===== config.mk =====
export PLATFORM = sky130hd
export DESIGN_NAME = dpsem_host
export DESIGN_NICKNAME = d
export VERILOG_FILES = /design/src/common/dpsem_pkg.sv /design/src/design/dpsem_host.sv /design/src/design/dpsem_sync.sv
export SDC_FILE = /design/constraint.sdc
export NUM_CORES = 1
export LEC_CHECK = 0
export BUFFER_PORTS_ARGS = -buffer_cell sky130_fd_sc_hd__buf_2
export CAP_MARGIN = 0
export CORE_ASPECT_RATIO = 1.4
export CORE_MARGIN = 5
export CORE_UTILIZATION = 54
export CTS_BUF_LIST = sky130_fd_sc_hd__clkbuf_16
export DETAILED_ROUTE_END_ITERATION = 16
export GPL_TIMING_DRIVEN = 0
export HOLD_SLACK_MARGIN = 0.08
export PLACE_DENSITY = 0.83
export SYNTH_ARGS = -nofsm -noshare
export SYNTH_HDL_FRONTEND = slang
export SYNTH_SLANG_ARGS = --single-unit

===== constraint.sdc =====
create_clock -name CLK_I -period 4.3 [get_ports CLK_I]
set_clock_uncertainty 0.1 [all_clocks]
set_input_delay 1.29 -clock CLK_I [delete_from_list [all_inputs] [get_ports CLK_I]]
set_output_delay 1.29 -clock CLK_I [all_outputs]
set_load 0.01 [all_outputs]

===== src/common/dpsem_pkg.sv =====
package dpsem_pkg;
  // array geometry
  localparam int ADDR_W = 14;
  localparam int DATA_W = 8;
  localparam int SEM_SEL_W = 3;
  localparam int SEM_COUNT = 8;
  // pin levels on the device side
  localparam logic PIN_HI = 1'b1;
  localparam logic PIN_LO = 1'b0;
  // clock and strobe timing
  localparam int CLK_MHZ = 40;
  localparam int CLK_PERIOD_NS = 25;
  // settle time before sampling read data, covers contention_data_delay
  localparam int ACCESS_NS = 70;
  localparam int ACCESS_CYC = (ACCESS_NS + CLK_PERIOD_NS - 1) / CLK_PERIOD_NS;
  // write strobe low time
  localparam int STROBE_NS = 20;
  localparam int STROBE_CYC = (STROBE_NS + CLK_PERIOD_NS - 1) / CLK_PERIOD_NS;
  localparam int CNT_W = 4;
  // command codes
  typedef enum logic [1:0] {
    DPSEM_MEM_RD,
    DPSEM_MEM_WR,
    DPSEM_SEM_RD,
    DPSEM_SEM_WR
  } dpsem_cmd_t;
endpackage


===== src/design/dpsem_host.sv =====
`timescale 1ns/1ps
// Overview of operation
// - memory access uses chip select, strobe, enable
// - never assert both selects together
// - flag chosen by three lowest address bits
// - same-address access needs arbitration
// - wait contention delay before sampling read
module dpsem_host
  import dpsem_pkg::*;
#(
  parameter int ACC_CYC = dpsem_pkg::ACCESS_CYC
) (
  // clock and reset
  input wire logic CLK_I,
  input wire logic RST_I,
  // command port
  input wire logic REQ_I,
  input wire dpsem_pkg::dpsem_cmd_t CMD_I,
  input wire logic [dpsem_pkg::ADDR_W-1:0] ADDR_I,
  input wire logic [dpsem_pkg::DATA_W-1:0] WDATA_I,
  output logic READY_O,
  output logic DONE_O,
  output logic [dpsem_pkg::DATA_W-1:0] RDATA_O,
  output logic OWNED_O,
  // device port pins
  output logic CHIP_SEL_N_O,
  output logic RW_N_O,
  output logic OUT_EN_N_O,
  output logic SEMAPHORE_SELECT_N_O,
  output logic [dpsem_pkg::ADDR_W-1:0] ADDR_O,
  input wire logic [dpsem_pkg::DATA_W-1:0] DATA_I,
  output logic [dpsem_pkg::DATA_W-1:0] DATA_O,
  output logic DATA_OE_N_O,
  input wire logic BUSY_N_I
);
  import dpsem_pkg::*;

  ////////////////////////////////////////////////////////////////////////
  typedef enum {DPSEM_IDLE, DPSEM_SETUP, DPSEM_STROBE, DPSEM_WAIT, DPSEM_END} dpsem_state_t;

  dpsem_state_t state_r; // sequencer state
  dpsem_cmd_t cmd_r; // latched command
  logic [CNT_W-1:0] cnt_r; // cycle counter
  logic [DATA_W-1:0] data_s; // synchronised data bus
  logic [0:0] busy_s; // synchronised busy pin

  // data bus and busy pin pass two flip-flops
  dpsem_sync #(.WIDTH(DATA_W)) u_sync_data (
    .clk_i(CLK_I),
    .rst_i(RST_I),
    .async_i(DATA_I),
    .sync_o(data_s)
  );
  dpsem_sync #(.WIDTH(1)) u_sync_busy (
    .clk_i(CLK_I),
    .rst_i(RST_I),
    .async_i(BUSY_N_I),
    .sync_o(busy_s)
  );

  // true when the given command is a semaphore access
  function automatic logic is_sem(input dpsem_cmd_t c);
    return (c == DPSEM_SEM_RD) || (c == DPSEM_SEM_WR);
  endfunction

  // true when the given command writes
  function automatic logic is_wr(input dpsem_cmd_t c);
    return (c == DPSEM_MEM_WR) || (c == DPSEM_SEM_WR);
  endfunction

  ////////////////////////////////////////////////////////////////////////
  // sequencer
  always_ff @(posedge CLK_I) begin
    if (RST_I) begin
      state_r <= DPSEM_IDLE;
      cmd_r <= DPSEM_MEM_RD;
      cnt_r <= '0;
    end else begin
      unique case (state_r)
        DPSEM_IDLE: begin
          // accept a command
          if (REQ_I) begin
            cmd_r <= CMD_I;
            state_r <= DPSEM_SETUP;
          end
        end
        DPSEM_SETUP: begin
          // address settles one cycle before strobes
          cnt_r <= is_wr(cmd_r) ? CNT_W'(STROBE_CYC) : CNT_W'(ACC_CYC);
          state_r <= is_wr(cmd_r) ? DPSEM_STROBE : DPSEM_WAIT;
        end
        DPSEM_STROBE: begin
          // write pulse, extended while busy is low on a memory write
          if (cnt_r > CNT_W'(1)) begin
            cnt_r <= cnt_r - CNT_W'(1);
          end else if (is_sem(cmd_r) || busy_s[0] == PIN_HI) begin
            state_r <= DPSEM_END;
          end
        end
        DPSEM_WAIT: begin
          // read data settle plus two sync stages, held off by busy on a memory read
          if (cnt_r > CNT_W'(0)) begin
            cnt_r <= cnt_r - CNT_W'(1);
          end else if (is_sem(cmd_r) || busy_s[0] == PIN_HI) begin
            state_r <= DPSEM_END;
          end
        end
        DPSEM_END: begin
          // controls back to idle levels
          state_r <= DPSEM_IDLE;
        end
        default: begin
          state_r <= DPSEM_IDLE;
        end
      endcase
    end
  end

  ////////////////////////////////////////////////////////////////////////
  // device control pins; selects are mutually exclusive
  always_ff @(posedge CLK_I) begin
    if (RST_I) begin
      CHIP_SEL_N_O <= PIN_HI;
      SEMAPHORE_SELECT_N_O <= PIN_HI;
      RW_N_O <= PIN_HI;
      OUT_EN_N_O <= PIN_HI;
    end else begin
      if (state_r == DPSEM_IDLE && REQ_I) begin
        // memory uses chip select, semaphore uses its own select
        CHIP_SEL_N_O <= is_sem(CMD_I) ? PIN_HI : PIN_LO;
        SEMAPHORE_SELECT_N_O <= is_sem(CMD_I) ? PIN_LO : PIN_HI;
      end else if (state_r == DPSEM_SETUP) begin
        // strobe low for writes, output enable low for reads
        RW_N_O <= is_wr(cmd_r) ? PIN_LO : PIN_HI;
        OUT_EN_N_O <= is_wr(cmd_r) ? PIN_HI : PIN_LO;
      end else if (state_r == DPSEM_STROBE && cnt_r <= CNT_W'(1) &&
                   (is_sem(cmd_r) || busy_s[0] == PIN_HI)) begin
        // end of write pulse
        RW_N_O <= PIN_HI;
      end else if (state_r == DPSEM_END) begin
        // release everything; port drops to standby
        CHIP_SEL_N_O <= PIN_HI;
        SEMAPHORE_SELECT_N_O <= PIN_HI;
        RW_N_O <= PIN_HI;
        OUT_EN_N_O <= PIN_HI;
      end
    end
  end

  ////////////////////////////////////////////////////////////////////////
  // address and write data
  always_ff @(posedge CLK_I) begin
    if (RST_I) begin
      ADDR_O <= '0;
      DATA_O <= '0;
      DATA_OE_N_O <= PIN_HI;
    end else begin
      if (state_r == DPSEM_IDLE && REQ_I) begin
        // semaphore accesses carry only the three flag bits
        ADDR_O <= is_sem(CMD_I) ? ADDR_W'(ADDR_I[SEM_SEL_W-1:0]) : ADDR_I;
        // semaphore request writes bit zero; upper lines follow it
        DATA_O <= is_sem(CMD_I) ? {DATA_W{WDATA_I[0]}} : WDATA_I;
        DATA_OE_N_O <= is_wr(CMD_I) ? PIN_LO : PIN_HI;
      end else if (state_r == DPSEM_END) begin
        DATA_OE_N_O <= PIN_HI;
      end
    end
  end

  ////////////////////////////////////////////////////////////////////////
  // answer to the command port
  always_ff @(posedge CLK_I) begin
    if (RST_I) begin
      READY_O <= 1'b0;
      DONE_O <= 1'b0;
      RDATA_O <= '0;
      OWNED_O <= 1'b0;
    end else begin
      READY_O <= (state_r == DPSEM_IDLE && !REQ_I) || (state_r == DPSEM_END);
      DONE_O <= (state_r == DPSEM_END);
      if (state_r == DPSEM_END && !is_wr(cmd_r)) begin
        RDATA_O <= data_s;
        // flag read low means this port holds the token
        OWNED_O <= (cmd_r == DPSEM_SEM_RD) && (data_s[0] == PIN_LO);
      end
    end
  end
endmodule


===== src/design/dpsem_sync.sv =====
`timescale 1ns/1ps
// two flip-flop synchroniser for a bus of pin inputs
module dpsem_sync #(
  parameter int WIDTH = 8
) (
  // clock and reset
  input wire logic clk_i,
  input wire logic rst_i,
  // asynchronous input and synchronised output
  input wire logic [WIDTH-1:0] async_i,
  output logic [WIDTH-1:0] sync_o
);
  logic [WIDTH-1:0] meta_r; // first stage, read only by second stage

  // two stage capture
  always_ff @(posedge clk_i) begin
    if (rst_i) begin
      meta_r <= '0;
      sync_o <= '0;
    end else begin
      meta_r <= async_i;
      sync_o <= meta_r;
    end
  end
endmodule


==> impl_metrics.tcl, run 1 <==
set metrics [dict create \
    drive_gt1_share_pct 26.58 \
    cts.hold.buffers_added 0 \
    clk-insertion-delay-late_ns 0.33 \
    synthArstFlopShare_pct 0 \
    synth_top_family_by_area "simple AND/OR/NAND/NOR gates" \
    multiInputGateArea_um2 1044 \
    postCtsSetupBuffers 0 \
    wirelength_mm 5.771 \
    cp_cell_sequence "buf_2, nor2b_1, nand2_1, clkbuf_1, nand2_1, a21oi_1" \
    layout.nets 399 \
    cts_resized 0 \
    p_leak_uw 0.001364 \
    cts_root_buf "clkbuf_16" \
    cp_slowest_cell "clkbuf_1" \
    ys.flop_type "dfxtp_1" \
    pwr-share-seq_pct 41.3 \
    clk_path_buf_depth 2 \
    start_util_pct 54.75 \
    core_area_um2 4463 \
    startpoint_type "primary input" \
    synth_top_area_cell "dfxtp_1" \
    fin_cells 427 \
    nFillCells 374 \
    cts_buffers 9 \
    finalSetupTns_ns 0 \
    h-tree-depth 3 \
    netlist_top_cells_area "dfxtp_1 53%, a21oi_1 8.0%, nand2_1 7.4%" \
    synthSimpleGateAreaFrac_pct 23.91 \
    min_period_over_period_pct 54.01 \
    synth_nets 315 \
    crit_top_cell "nand2_1" \
    p_int_uw 1188 \
    placementRows 29 \
    drv_slew 0 \
    path_clk_slew_ns 0.06 \
    fp.dieH_um 89.60 \
    yosysSeqAreaShare_pct 53.25 \
    cp.arrival_ns 2.48 \
    syn2layout_area_growth_pct 29.24 \
    syn_area_um2 2444 \
    grt_pass1_vias 2114 \
    routed.top_layer "met4" \
    required_ns 4.46 \
    met1Wirelength_mm 2.295 \
    port_buffers 73 \
    p_switching_uw 494.4 \
    worst_slew_pin_slew_ns 0.5583 \
    cp_slowest_stage_delay_ns 0.39 \
    min_period_ns 2.322 \
    synth_commonest_cells "65 x dfxtp_1, 48 x nand2_1, 39 x a21oi_1" \
    routed-via-count 2223 \
    grt_pass1_wl_mm 9.328 \
    end_kind "register" \
    vias_per_cell 5.206 \
    pwr-share-comb_pct 19.9 \
    path_max_fanout 10 \
    hold_class "reg2reg" \
    switching_share_pct 29.39 \
    io-pin-count 74 \
    yosys.area_share.adder_pct 1.536 \
    ant_nets 0 \
    critPathKind "in2reg" \
    muxShareOfSynthArea_pct 1.229 \
    rrSetupSlack_ns 2.39 \
    fmax_mhz 430.6 \
    dr_wl_met2_mm 2.902 \
    dp_hpwl_mm 4.080 \
    pwr_density_cell_nw_per_um2 532.7 \
    outcome "completed" \
    dp.cells 411 \
    dr_wl_met3_um 437 \
    syn_area_per_cell_um2 8.854 \
    track_usage_pct 20.94 \
    worst_slew_margin_rel_pct 62.78 \
    grt_overflow 0 \
    cts.sinks 65 \
    synth_cell_types 39 \
    synth_xor_xnor_area_share_pct 0 \
    yosysWarnings 0 \
    antenna_found_initial 0 \
    drc 0 \
    cts_tree "done" \
    synth.top_cell.area_share_pct 53.25 \
    postSynthCellCount 276 \
    maxCapViolations 0 \
    die-area_um2 5990 \
    rsz0062_at_grt "no" \
    synth-seq-cells 65 \
    antennaDiodeCount 0 \
    dieWidth_um 66.86 \
    p_clk_share_pct 38.8 \
    place_congestion 0.8693 \
    synth_compound_area_share_pct 16.03 \
    peakVddDrop_mv 0.3263 \
    wire_per_inst_um 13.52 \
    regArea_um2 1301 \
    grt_start_max_net_pins 13 \
    synth_edf_count 0 \
    firstDrtPassIters 4 \
    drtIter0Drc 76 \
    yosysMostFrequentCell "dfxtp_1" \
    setup_viol 0 \
    hold_viol 0 \
]
==> per-stage QoR <==
stage / hold slack (ns) / instance area [um2] / util (%) / total power, uW / worst slack (ns)
after floorplan: 0.3138 / 2444 / - / 937.8 / 2.063
after global placement: 0.3173 / 2887 / 64.68 / 1028 / 1.676
after detailed placement: 0.3242 / 2887 / 64.68 / 1039 / 1.674
after CTS: 0.3366 / 3158 / 70.76 / 1694 / 1.998
after global routing: 0.3453 / 3158 / 70.76 / 1762 / 1.878
final: 0.3343 / 3158 / 70.76 / 1682 / 1.978
==> flip-flops by register name (all words and copies together) (netlist names), 2 cells and up <==
register            cells
u_sync_data.sync_o      8
ADDR_O                 14
cmd_r                   2
cnt_r                   4
u_sync_data.meta_r      8
DATA_O                  8
state_r                 3
RDATA_O                 8
==> cells in the final DEF (no fill, tap or decap), drive strengths merged, types with 2 or more instances in the layout <==
cell type / instances
nand3: 15
or3: 2
clkinv: 6
ha: 3
clkbuf: 18
nor2: 18
mux2i: 3
buf: 82
a211oi: 8
a21o: 2
nor2b: 20
a21oi: 39
inv: 5
o22ai: 3
dfxtp: 65
and2: 2
nand3b: 3
a31oi: 2
o21ai: 3
and3: 2
nand2: 48
==> cells by family after synthesis <==
| family | after synthesis |
|---|---|
| buf+inv | 23 |
| fa+ha+maj | 3 |
| compound gates | 64 |
| simple gates | 118 |
| mux | 3 |
| flops | 65 |
==> final cells by class <==
class	count	area share, %
Clock buffer	9	7.132
Tap cell	62	2.456
Sequential cell	65	41.20
Multi-Input combinational cell	188	33.04
Clock inverter	7	1.466
Inverter	5	0.5943
Buffer	18	2.536
Timing Repair Buffer	73	11.57
==> final timing paths <==
check,start,to,cells past startpoint
setup reg to reg,cnt_r[0]$_SDFFE_PP0P_,cnt_r[0]$_SDFFE_PP0P_,6
hold / removal,u_sync_data.meta_r[6]$_SDFF_PP0_,u_sync_data.sync_o[6]$_SDFF_PP0_,1
setup / recovery,REQ_I,ADDR_O[11]$_SDFFE_PP0P_,6
hold reg to reg,u_sync_data.meta_r[6]$_SDFF_PP0_,u_sync_data.sync_o[6]$_SDFF_PP0_,1
==> layer usage <==
layer | track usage, % | vias up
li1 | - | 1109
met1 | 22.77 | 1013
met2 | 34.66 | 89
met3 | 8.219 | 12
met4 | 11.81 | 0
met5 | 0 | -
==> power groups by stage <==
stage          clock [uW]  combinational, uW  sequential (uW)
6_report              653                335              695
3_3_place_gp            0                323              705
3_5_place_dp            0                333              706
2_1_floorplan           0                226              712
5_1_grt               687                373              701
4_1_cts               663                336              694
==> worst max-delay path: cells and delay by family <==
kind            cells  cell delay [ns]
buf+inv             2             0.54
simple gates        3             0.50
compound gates      1             0.14
(Power assumes the default switching activity.)
==> run 2: changes to the inputs <==
- CORE_UTILIZATION: 54 -> 50
- PLACE_DENSITY: 0.83 -> 0.78
- clock period: 4.3 -> 2.2 ns (I/O delays scaled with it)
==> impl_metrics.tcl, run 2 (synthesis results as in run 1) <==
set metrics [dict create \
    path_max_fanout 5 \
    startpoint_type "register" \
    cp.arrival_ns 2.00 \
    cp_cell_sequence "inv_1, ha_1, o21ba_2, a21o_1, a211o_1, a221oi_1" \
    drc 0 \
    worstHoldStart "u_sync_data.sync_o[1]$_SDFF_PP0_" \
    track_usage_pct 18.11 \
    min_period_ns 1.887 \
    worst_slew_margin_rel_pct 63.97 \
    fin_ws_ns 0.3131 \
    end_kind "register" \
    dieWidth_um 69.09 \
    worstReg2RegEnd "state_r[0]$_SDFFE_PP0P_" \
    clk-insertion-delay-late_ns 0.32 \
    port_buffers 73 \
    drtIter0Drc 109 \
    grt_start_max_net_pins 12 \
    maxCapViolations 0 \
    grt_pass1_vias 2070 \
    path_clk_slew_ns 0.05 \
    core_area_um2 4805 \
    setup_viol 0 \
    peakVddDrop_mv 0.6722 \
    grt_overflow 0 \
    io-pin-count 74 \
    p_int_uw 2428 \
    fmax_mhz 530.0 \
    placementRows 30 \
    met1_usage_pct 19.32 \
    drive_gt1_share_pct 26.58 \
    drv_slew 0 \
    top_register "ADDR_O" \
    p_leak_uw 0.001381 \
    h-tree-depth 3 \
    cts_root_buf "clkbuf_16" \
    wirelength_mm 5.843 \
    antenna_found_initial 0 \
    pre_cts_ws_ns 0.1764 \
    antennaDiodeCount 0 \
    grt_pass1_wl_mm 9.315 \
    die-area_um2 6405 \
    rsz0062_at_grt "no" \
    largest_reg_flops 14 \
    cts_tree "done" \
    syn2layout_area_growth_pct 30.06 \
    p_switching_uw 936.7 \
    rrSetupSlack_ns 0.31 \
    pwr-share-comb_pct 19.3 \
    cp_slowest_cell "dfxtp_1" \
    holdPathEnd "RDATA_O[1]$_SDFFE_PP0P_" \
    firstDrtPassIters 4 \
    clk_path_buf_depth 2 \
    hold_class "reg2reg" \
    met3_usage_pct 6.189 \
    p_clk_share_pct 40.3 \
    pwr-share-seq_pct 40.4 \
    cts_buffers 9 \
    worst_slew_pin_slew_ns 0.5382 \
    cp_slowest_stage_delay_ns 0.39 \
    cts_resized 0 \
    start_util_pct 50.86 \
    switching_share_pct 27.84 \
    ant_nets 0 \
    grt_use_met2_pct 31.53 \
    pwr_density_cell_nw_per_um2 1059 \
    hold_path_depth 2 \
    critPathKind "reg2reg" \
    min_period_over_period_pct 85.77 \
    postCtsSetupBuffers 0 \
    layout.nets 399 \
    place_congestion 0.8441 \
    cts.sinks 65 \
    fp.dieH_um 92.72 \
    cts.hold.buffers_added 0 \
    final_cell_mix "77 x buf_2, 65 x dfxtp_1, 48 x nand2_1" \
    top_usage_layer "met2" \
    r2r_start "cnt_r[0]$_SDFFE_PP0P_" \
    dp_hpwl_mm 4.117 \
    finalSetupTns_ns 0 \
    post-route-util_pct 66.15 \
    r2r_cells 6 \
    wire_per_inst_um 13.62 \
    routed-via-count 2193 \
    vias_per_cell 5.112 \
    final_common_cell "buf_2" \
    outcome "completed" \
    hold_viol 0 \
    required_ns 2.32 \
]
[run 2: cell count changes in the layout (fill, tap and decap cells not counted)]
cell       change
clkinv_1       -2
inv_1          +2
bufinv_16      +1
clkinv_2       +1
inv_6          -1
clkinv_4       -1
[run 2: metrics by stage]
stage	area [um2]	total power, uW	instances	hold WS, ns
5_1_grt	3178	3519	429	0.3383
3_3_place_gp	2889	2010	413	0.3150
6_report	3178	3365	429	0.3315
4_1_cts	3178	3383	429	0.3350
3_5_place_dp	2889	2025	413	0.3239
2_1_floorplan	2444	1833	276	0.3138
[run 2: worst max-delay path: cells and delay by family (launching register included)]
kind	cells	cell delay, ns
AO/OA/AOI/OAI	4	0.95
adder cells (fa/ha/maj)	1	0.24
buffers and inverters	1	0.10
flip-flops	1	0.39
[run 2: cell type report]
| type | count | area [um2] |
|---|---|---|
| inverter | 5 | 18.77 |
| clock buffer | 9 | 225.2 |
| tap | 64 | 80.08 |
| multi-input combinational | 188 | 1044 |
| buffer | 18 | 80.08 |
| sequential | 65 | 1301 |
| clock inverter | 7 | 63.81 |
| fill | 451 | 1627 |
| timing repair buffer | 73 | 365.4 |
[run 2: power groups by stage]
| stage | combinational [uW] | sequential [uW] | clock, uW |
|---|---|---|---|
| 2_1_floorplan | 441 | 1390 | 0 |
| 3_3_place_gp | 632 | 1380 | 0 |
| 3_5_place_dp | 645 | 1380 | 0 |
| 4_1_cts | 650 | 1360 | 1380 |
| 5_1_grt | 715 | 1370 | 1430 |
| 6_report | 650 | 1360 | 1360 |
[run 2: metal layers]
layer	wire (um)	vias to the layer above
li1	-	1102
met1	2316	1010
met2	2996	69
met3	397	12
met4	132	0
met5	0	-
[run 2: worst max path at each step]
stage | startpoint | to | slack (ns) | cells past startpoint
after floorplan | cnt_r[0]$_SDFFE_PP0P_ | state_r[0]$_SDFFE_PP0P_ | 0.50 | 6
after global placement | REQ_I | ADDR_O[10]$_SDFFE_PP0P_ | 0.21 | 6
after detailed placement | REQ_I | ADDR_O[10]$_SDFFE_PP0P_ | 0.18 | 6
after CTS | cnt_r[0]$_SDFFE_PP0P_ | state_r[0]$_SDFFE_PP0P_ | 0.31 | 6
after global routing | cnt_r[0]$_SDFFE_PP0P_ | state_r[0]$_SDFFE_PP0P_ | 0.19 | 6
final | cnt_r[0]$_SDFFE_PP0P_ | state_r[0]$_SDFFE_PP0P_ | 0.31 | 6
